### config.mk
export PLATFORM = sky130hd
export DESIGN_NAME = wdit_watchdog_unit
export DESIGN_NICKNAME = d
export VERILOG_FILES = /design/src/common/wdit_pkg.sv /design/src/rtl/wdit_watchdog_unit.sv
export SDC_FILE = /design/constraint.sdc
export NUM_CORES = 1
export LEC_CHECK = 0
export ABC_AREA = 1
export BUFFER_PORTS_ARGS = -buffer_cell sky130_fd_sc_hd__buf_2
export CORE_MARGIN = 8
export CORE_UTILIZATION = 50
export CTS_CLUSTER_DIAMETER = 40
export DETAILED_ROUTE_END_ITERATION = 7
export PLACE_DENSITY = 0.8
export SYNTH_ARGS = -nofsm -noshare
export SYNTH_HDL_FRONTEND = slang
export SYNTH_SLANG_ARGS = --single-unit
### constraint.sdc
create_clock -name clk -period 2.1 [get_ports clk]
set_input_delay 0.105 -clock clk [delete_from_list [all_inputs] [get_ports clk]]
set_output_delay 0.105 -clock clk [all_outputs]
set_load 0.02 [all_outputs]
### src/common/wdit_pkg.sv
// package for the watchdog / interval timer: offsets, field layout, reset values and counts.
// assumes a 32-bit avalon-mm register slave and a single system clock.
package wdit_pkg;

  // ****************************************************************
  // register map (byte addresses)
  // ****************************************************************
  localparam logic [3:0] WDIT_OFF_CTL = 4'h0;
  localparam logic [3:0] WDIT_OFF_STAT = 4'h4;

  // control register field positions
  localparam int WDIT_CTL_KEY_LSB = 4;
  localparam int WDIT_CTL_EN_BIT = 3;
  localparam int WDIT_CTL_MODE_BIT = 2;
  localparam int WDIT_CTL_INT_LSB = 0;

  // status register field positions
  localparam int WDIT_STAT_FLAG_BIT = 0;
  localparam int WDIT_STAT_IE_BIT = 1;
  localparam int WDIT_STAT_ARMED_BIT = 2;
  localparam int WDIT_STAT_PEND_BIT = 3;

  // ****************************************************************
  // clear keys and reset values
  // ****************************************************************
  localparam logic [3:0] WDIT_KEY_FIRST = 4'hA;
  localparam logic [3:0] WDIT_KEY_SECOND = 4'h5;
  localparam logic [14:0] WDIT_CNT_RESET = 15'h0000;
  localparam logic [31:0] WDIT_RDATA_NONE = 32'h0000_0000;

  // terminal counts minus one, by interval code
  localparam logic [14:0] WDIT_TERM_M1_0 = 15'h003F;
  localparam logic [14:0] WDIT_TERM_M1_1 = 15'h01FF;
  localparam logic [14:0] WDIT_TERM_M1_2 = 15'h1FFF;
  localparam logic [14:0] WDIT_TERM_M1_3 = 15'h7FFF;

  // ****************************************************************
  // power modes
  // ****************************************************************
  localparam logic [2:0] WDIT_PWR_ACTIVE = 3'h0;
  localparam logic [2:0] WDIT_PWR_IDLE = 3'h1;
  localparam logic [2:0] WDIT_PWR_LIGHT = 3'h2;
  localparam logic [2:0] WDIT_PWR_LOW = 3'h3;
  localparam logic [2:0] WDIT_PWR_DEEP = 3'h4;

  typedef struct packed {
    logic en;
    logic mode;
    logic [1:0] interval;
  } wdit_ctl_t;

  localparam wdit_ctl_t WDIT_CTL_RESET = '{en: 1'b0, mode: 1'b0, interval: 2'h0};

endpackage

### src/rtl/wdit_watchdog_unit.sv
// watchdog_unit: watchdog / interval timer on a 15-bit counter ticked by the low-speed oscillator.
// assumes lsosc is an asynchronous pin, pwr_mode comes from logic on clk,
// and the register bus is an avalon-mm master on clk.

module wdit_watchdog_unit (
  // clock and reset
  input wire logic clk,
  input wire logic arst_n,
  // low-speed oscillator pin and power state
  input wire logic lsosc,
  input wire logic [2:0] pwr_mode,
  // avalon-mm slave
  input wire logic [3:0] avs_address,
  input wire logic avs_read,
  input wire logic avs_write,
  input wire logic [31:0] avs_writedata,
  output logic [31:0] avs_readdata,
  output logic avs_waitrequest,
  // system outputs
  output logic sys_reset_req,
  output logic wd_timer_irq
);

  // ****************************************************************
  // low-speed oscillator sampling
  // ****************************************************************
  logic ls_s1;
  logic ls_s2;
  logic ls_s3;
  logic ls_level;
  wire ls_agree = (ls_s2 == ls_s3);
  wire ls_change = ls_agree && (ls_s2 != ls_level);
  wire ls_tick = ls_change && ls_s2;

  always_ff @(posedge clk or negedge arst_n) begin
    if (!arst_n) begin
      ls_s1 <= 1'b0;
      ls_s2 <= 1'b0;
      ls_s3 <= 1'b0;
      ls_level <= 1'b0;
    end else begin
      ls_s1 <= lsosc;
      ls_s2 <= ls_s1;
      ls_s3 <= ls_s2;
      if (ls_agree) begin
        ls_level <= ls_s2;
      end
    end
  end

  // ****************************************************************
  // bus handshake
  // ****************************************************************
  // one wait cycle for every access keeps readdata and waitrequest straight from flops
  logic [3:0] addr_q;
  wire bus_req = avs_read || avs_write;
  wire bus_fire = bus_req && !avs_waitrequest;
  wire wr_ctl = avs_write && bus_fire && (avs_address == wdit_pkg::WDIT_OFF_CTL);
  wire wr_stat = avs_write && bus_fire && (avs_address == wdit_pkg::WDIT_OFF_STAT);

  always_ff @(posedge clk or negedge arst_n) begin
    if (!arst_n) begin
      avs_waitrequest <= 1'b1;
    end else begin
      avs_waitrequest <= !(bus_req && avs_waitrequest);
    end
  end

  // ****************************************************************
  // control register
  // ****************************************************************
  wdit_pkg::wdit_ctl_t ctl;
  wdit_pkg::wdit_ctl_t next_ctl;
  logic irq_en;
  wire [3:0] wr_key = avs_writedata[wdit_pkg::WDIT_CTL_KEY_LSB +: 4];
  wire wr_en = avs_writedata[wdit_pkg::WDIT_CTL_EN_BIT];
  wire wr_mode = avs_writedata[wdit_pkg::WDIT_CTL_MODE_BIT];
  wire [1:0] wr_int = avs_writedata[wdit_pkg::WDIT_CTL_INT_LSB +: 2];
  wire wd_locked = ctl.en && !ctl.mode;
  wire en_start = wr_ctl && ctl.mode && !ctl.en && wr_en;

  always_comb begin
    next_ctl = ctl;
    if (wr_ctl) begin
      next_ctl.interval = wr_int;
      if (!wd_locked) begin
        next_ctl.mode = wr_mode;
        next_ctl.en = wr_en;
      end
    end
  end

  always_ff @(posedge clk or negedge arst_n) begin
    if (!arst_n) begin
      ctl <= wdit_pkg::WDIT_CTL_RESET;
      irq_en <= 1'b0;
    end else begin
      ctl <= next_ctl;
      if (wr_stat) begin
        irq_en <= avs_writedata[wdit_pkg::WDIT_STAT_IE_BIT];
      end
    end
  end

  // ****************************************************************
  // clear sequence
  // ****************************************************************
  // key writes only count while enabled, judged on the enable held before the write
  logic armed;
  wire key_ok = wr_ctl && ctl.en;
  wire wd_clear = key_ok && !ctl.mode && armed && (wr_key == wdit_pkg::WDIT_KEY_SECOND);
  wire tm_clear = key_ok && ctl.mode && wr_key[0];

  always_ff @(posedge clk or negedge arst_n) begin
    if (!arst_n) begin
      armed <= 1'b0;
    end else if (key_ok && !ctl.mode) begin
      armed <= (wr_key == wdit_pkg::WDIT_KEY_FIRST);
    end else if (ls_change) begin
      armed <= 1'b0;
    end
  end

  // ****************************************************************
  // counter and expiry
  // ****************************************************************
  logic [14:0] count;
  logic [14:0] term_m1;
  wire sleep_hold = (pwr_mode == wdit_pkg::WDIT_PWR_LOW) || (pwr_mode == wdit_pkg::WDIT_PWR_DEEP);
  wire awake = (pwr_mode == wdit_pkg::WDIT_PWR_ACTIVE) || (pwr_mode == wdit_pkg::WDIT_PWR_IDLE);
  wire light = (pwr_mode == wdit_pkg::WDIT_PWR_LIGHT);
  wire cnt_clear = sleep_hold || wd_clear || tm_clear || en_start;
  wire expire = ls_tick && ctl.en && !cnt_clear && (count == term_m1);

  always_comb begin
    case (ctl.interval)
      2'h0: term_m1 = wdit_pkg::WDIT_TERM_M1_0;
      2'h1: term_m1 = wdit_pkg::WDIT_TERM_M1_1;
      2'h2: term_m1 = wdit_pkg::WDIT_TERM_M1_2;
      2'h3: term_m1 = wdit_pkg::WDIT_TERM_M1_3;
      default: term_m1 = wdit_pkg::WDIT_TERM_M1_3;
    endcase
  end

  always_ff @(posedge clk or negedge arst_n) begin
    if (!arst_n) begin
      count <= wdit_pkg::WDIT_CNT_RESET;
    end else if (cnt_clear) begin
      count <= wdit_pkg::WDIT_CNT_RESET;
    end else if (expire) begin
      count <= wdit_pkg::WDIT_CNT_RESET;
    end else if (ls_tick && ctl.en) begin
      count <= count + 15'h0001;
    end
  end

  // ****************************************************************
  // reset request and timer flag
  // ****************************************************************
  // an expiry in light sleep is held, unless a clear or low or deep sleep drops it, and fires the moment the chip wakes
  logic pend;
  logic flag;
  wire wd_expire = expire && !ctl.mode;
  wire next_flag = (expire && ctl.mode) ||
    (flag && !(wr_stat && avs_writedata[wdit_pkg::WDIT_STAT_FLAG_BIT]));

  always_ff @(posedge clk or negedge arst_n) begin
    if (!arst_n) begin
      pend <= 1'b0;
      flag <= 1'b0;
      sys_reset_req <= 1'b0;
      wd_timer_irq <= 1'b0;
    end else begin
      flag <= next_flag;
      wd_timer_irq <= flag && irq_en;
      if (wd_expire && light) begin
        pend <= 1'b1;
      end else if (wd_clear || sleep_hold) begin
        pend <= 1'b0;
      end
      if ((wd_expire && awake) || (pend && awake)) begin
        sys_reset_req <= 1'b1;
      end
    end
  end

  // ****************************************************************
  // read data
  // ****************************************************************
  wire [31:0] rd_ctl = {24'h000000, 4'h0, ctl.en, ctl.mode, ctl.interval};
  wire [31:0] rd_stat = {28'h0000000, pend, armed, irq_en, flag};
  wire [31:0] rd_sel = (avs_address == wdit_pkg::WDIT_OFF_CTL) ? rd_ctl :
    (avs_address == wdit_pkg::WDIT_OFF_STAT) ? rd_stat : wdit_pkg::WDIT_RDATA_NONE;

  always_ff @(posedge clk or negedge arst_n) begin
    if (!arst_n) begin
      avs_readdata <= wdit_pkg::WDIT_RDATA_NONE;
    end else if (avs_read && avs_waitrequest) begin
      avs_readdata <= rd_sel;
    end
  end

endmodule

Yosys cells after proc, flatten, opt, wreduce, memory -nomap -nowiden
Cells that the tools add are included.
{"block": "classes", "n_bitwise": 1, "n_eq_ne": 13, "n_reduce_logical": 50, "mux": 10, "n_addsub": 1}
{"operator": "case mux 15 bit (4 select lines)", "n": 1}
{"operator": "two-way mux 15 bit", "n": 3}
{"operator": "logical AND 1 bit", "n": 29}
{"operator": "adder 15 x 1 -> 15 bit, second input constant", "n": 1}
{"operator": "== test 15 bit", "n": 1}
{"operator": "== test 4 x 3 -> 1 bit, second input constant", "n": 2}
{"operator": "logical OR 1 bit", "n": 8}
{"operator": "two-way mux 4 bit", "n": 2}
{"operator": "== test 3 x 2 -> 1 bit, second input constant", "n": 2}
{"operator": "logical NOT 1 bit", "n": 6}
{"operator": "== test 2 bit, second input constant", "n": 2}
{"operator": "== test 4 bit, second input constant", "n": 1}
{"operator": "logical NOT 4 bit", "n": 1}
{"operator": "two-way mux 1 bit", "n": 4}
{"operator": "nonzero test 2 bit", "n": 2}
{"operator": "== test 3 x 1 -> 1 bit, second input constant", "n": 1}
{"operator": "== test 3 bit, second input constant", "n": 1}
{"operator": "logical NOT 3 bit", "n": 1}
{"operator": "nonzero test 3 bit", "n": 1}
{"operator": "== test 2 x 1 -> 1 bit, second input constant", "n": 1}
{"operator": "logical NOT 2 bit", "n": 1}
{"operator": "AND reduction 2 bit", "n": 1}
{"operator": "== test 1 bit", "n": 1}
{"operator": "inequality test 1 bit", "n": 1}
{"operator": "inverter 1 bit", "n": 1}
{"block": "totals", "input_bits": 44, "ff_bits": 62, "elab_cells": 91}

Longest topological paths before layout
{"block": "depth", "ltp_word": 17, "ltp_mapped": 11}

Worst setup path before layout
No wires, ideal clock.
{"block": "synth_path", "path_kind": "register -> register", "start": "register count[0]", "end": "register count[7]", "n_path_buf": 1, "arrival_time_ns": 1.436, "required_time_ns": 1.977, "stages_incl_launch_ff": 10, "setup_slack_ns": 0.540, "path_cell_list": "dfrtp_1 ha_1 nand2_2 nor2_4 nand3_2 nor3_2 nand4_2 nand2_4 buf_12 o21ai_2"}
{"block": "synth_between", "elab_chain_cells": 4}
{"item": "start: declaration", "line": "wdit_watchdog_unit.sv:127", "source": "logic [14:0] count;"}
{"item": "start signal: assignment", "line": "wdit_watchdog_unit.sv:147", "source": "count <= wdit_pkg::WDIT_CNT_RESET;"}
{"item": "start signal: assignment", "line": "wdit_watchdog_unit.sv:149", "source": "count <= wdit_pkg::WDIT_CNT_RESET;"}
{"item": "start signal: assignment", "line": "wdit_watchdog_unit.sv:151", "source": "count <= wdit_pkg::WDIT_CNT_RESET;"}
{"item": "adder 15 x 1 -> 15 bit or == test 15 bit (tied branches)", "line": "wdit_watchdog_unit.sv:153, wdit_watchdog_unit.sv:133"}
{"item": "two-way mux 15 bit or logical AND 1 bit (tied branches)", "line": "wdit_watchdog_unit.sv:152, wdit_watchdog_unit.sv:133"}
{"item": "two-way mux 15 bit", "line": "wdit_watchdog_unit.sv:150", "source": "end else if (expire) begin"}
{"item": "two-way mux 15 bit", "line": "wdit_watchdog_unit.sv:148", "source": "end else if (cnt_clear) begin"}
Several ways; a longest one is shown, not always the timed one. The select of a mux whose other input is x is not followed.
A chain may end at the register's enable or synchronous reset.

Final worst setup path
{"block": "layout_path", "start": "register count[0]", "end": "register count[8]"}
Same word-level chain as after synthesis.

==> impl_metrics.toml <==
[outcome]
outcome = "finished clean"

[finish]
drive_gt1_share_pct = 20.1
final_cells = 380
diodes = 0
design_area_mm2 = 0.00246
nets = 372
area_growth_pct = 7.24
fill_cells = 417

[die]
ios = 79
initial_core_util_pct = 52.4
dieArea_mm2 = 0.00702
core_area_mm2 = 0.00438
fp.dieW_um = 83.8
rows = 24
die_height_um = 83.8

[clock_network]
cts_buffers = 5
path_clk_slew_ps = 80
clock_latency_ps = 300
hold_buffers = 4
post_cts_buffers = 0
cts_tree = "yes"
cts_sinks = 34
cts_resized = 0
cts-root-buf = "clkbuf_8"
cts_htree_levels = 2
cts_max_path_buffers = 2

[pwr]
p_leak_nw = 1.18
clkPwrFrac_pct = 32.4
powerDensity_mw_per_mm2 = 642
power_frac_comb_pct = 20.2
internal_power_mw = 1.06
switching_share_pct = 32.8
ir_drop_mv = 0.588
switchingPower_mw = 0.520
pwr-share-seq_pct = 47.4

[detailed_routing]
wl_mm = 4.98
vias = 1928
drc = 0
routedWlPerCell_um = 13.1
first_pass_iters = 4
ant_nets = 0
routed_via_density = 5.07
detail_route.iter0.violations = 157

[critical_path]
slowest_stage = "dfrtp_1"
r2r-end = "count[8]"
crit_fanout = 14
rrSetupSlack_ps = 280
worst_setup_path_end_kind = "flip-flop"
crit_chain = "ha_1 -> nand2_2 -> nor2_4 -> nand3_2 -> nor3_2 -> nand4_2 -> nand2_4 -> o21ai_0"
r2r.worst_path.cells = 8
reg2reg_from = "count[0]"
cp-start-kind = "flip-flop"
path_class = "flip-flop to flip-flop"
critPathMaxStageDelay_ps = 420
arrival_ps = 2000
required_ps = 2270

[yosys]
synth-seq-area-share_pct = 37.1
synth.avg_cell_area_um2 = 7.73
ys.flop_type = "dfrtp_1"
synthArstFlopShare_pct = 100
syn_area_mm2 = 0.00230
ys_seq_elements = 34
synth_top_cell_area_share_pct = 35.9
synth_top_area_cell = "dfrtp_1"
synth_cells = 297
synthTopCellsByArea = "dfrtp_1, nand2_1, buf_4"
synth_edf_count = 0
synth.distinct_cells = 37
yosys_warnings = 0

[hold_path]
hold-path-cell-count = 2
hp-class = "input pin to flip-flop"
hold_path_startpoint = "avs_writedata[6]"
worstHoldEndpoint = "armed"

[timing]
max-slew-margin-rel_pct = 48.7
slew_viol_final = 0
rsz0062_at_grt = "false"
fin_crit_sh_pct = 86.7
setup_violations = 0
fin_crit_ps = 1820
skew_ps = 9.99
fin_tns_setup_ps = 0
max_freq_mhz = 549
worstMarginPinSlew_ps = 769
hold_viol = 0

[grt]
grt_pass1_wl_mm = 8.56
antenna_found_initial = 0
grt_util_all_layers_pct = 14.5
globalRouteOverflowTotal = 0
grt_max_degree = 35
grt_pass1_vias = 1980

[place]
dpl.hpwl_mm = 3.76
place_area_mm2 = 0.00233
gp_congestion = 0.911
io_buffers = 26
dp.cells = 368

[run]
drv_cap = 0
placed cells by master, fill, tap and decap left out, drive strengths merged, types with 5 or more instances in the layout:
cell type and count:
buf 27, nand3 21, inv 38, xor2 8
nand4 6, nor3 5, nand2 68, conb 28
nor2 30, dfrtp 33, o21ai 30, a21oi 6
clkbuf 7
power groups by stage:
stage               Clock (mW)  Sequential, mW  Combinational [mW]
floorplan                    0           0.753               0.277
global placement             0           0.756               0.300
detailed placement           0           0.762               0.310
CTS                      0.522           0.750               0.319
global route             0.546           0.756               0.358
finish                   0.512           0.751               0.320
synthesized netlist by cell type, drive strengths merged, types with 2 or more instances:
cell     n
a21oi    6
nand4    6
nor3     5
nand3   21
dfrtp   33
nand2   68
o221ai   2
o21a     2
o21ai   30
inv     38
nor2    30
xnor2    4
buf     35
xor2     8
flip-flops by register name, summed over array words and instances, names as in the netlist:
register         count
pend                 1
armed                1
count               15
avs_readdata         4
ctl                  4
ls_level             1
irq_en               1
ls_s3                1
flag                 1
ls_s1                1
avs_waitrequest      1
sys_reset_req        1
wd_timer_irq         1
ls_s2                1
cells by family after synthesis:
| group | count (synthesis) | share of synthesized area [%] |
|---|---|---|
| adders and majority gates | 1 | 0.545 |
| DFF | 34 | 37.1 |
| xor gates and xnor gates | 12 | 4.58 |
| other | 1 | 0.163 |
| muxes | 1 | 0.490 |
| and+or+nand+nor | 130 | 26.6 |
| buffers and inverters | 74 | 18.1 |
| AOI/OAI and AO/OA | 44 | 12.4 |
worst max-delay path: cells and delay by family, from the launching register on:
kind	cells	cell delay, ps
and+or+nand+nor	6	940
DFF	1	420
AOI/OAI and AO/OA	1	120
adders and majority gates	1	230
metal layers:
layer / track usage (%) / wire [µm]
met1: 16.5 / 2100
met2: 23.5 / 2410
met3: 5.27 / 366
met4: 7.06 / 106
met5: 0 / 0
layout make-up:
| cell class | count | area [µm²] | share of cell area (%) |
|---|---|---|---|
| tap | 52 | 65.1 | 2.64 |
| timing repair buffer | 31 | 178 | 7.21 |
| sequential | 34 | 852 | 34.6 |
| clock buffer | 7 | 86.3 | 3.50 |
| multi-input combinational | 216 | 1130 | 45.9 |
| clock inverter | 1 | 5.00 | 0.203 |
| inverter | 39 | 148 | 5.99 |
through the flow:
stage / hold slack (ps) / total power [mW] / worst slack, ps / utilization [%]
finish: 9.86 / 1.58 / 278 / 56.2
global route: 5.93 / 1.66 / 200 / 56.2
CTS: 6.45 / 1.59 / 304 / 56.2
detailed placement: 215 / 1.07 / 301 / 53.2
global placement: 212 / 1.06 / 371 / 53.2
floorplan: -191 / 1.03 / 540 / -
worst max path at each step:
stage | from | end | slack [ps] | cells past startpoint
2_1_floorplan | count[0] | count[7] | 540 | 9
4_1_cts | count[0] | count[8] | 300 | 8
3_3_place_gp | count[0] | count[9] | 370 | 8
3_5_place_dp | count[0] | count[8] | 300 | 8
5_1_grt | count[0] | count[8] | 200 | 8
6_report | count[0] | count[8] | 280 | 8
(Power assumes the default switching activity.)
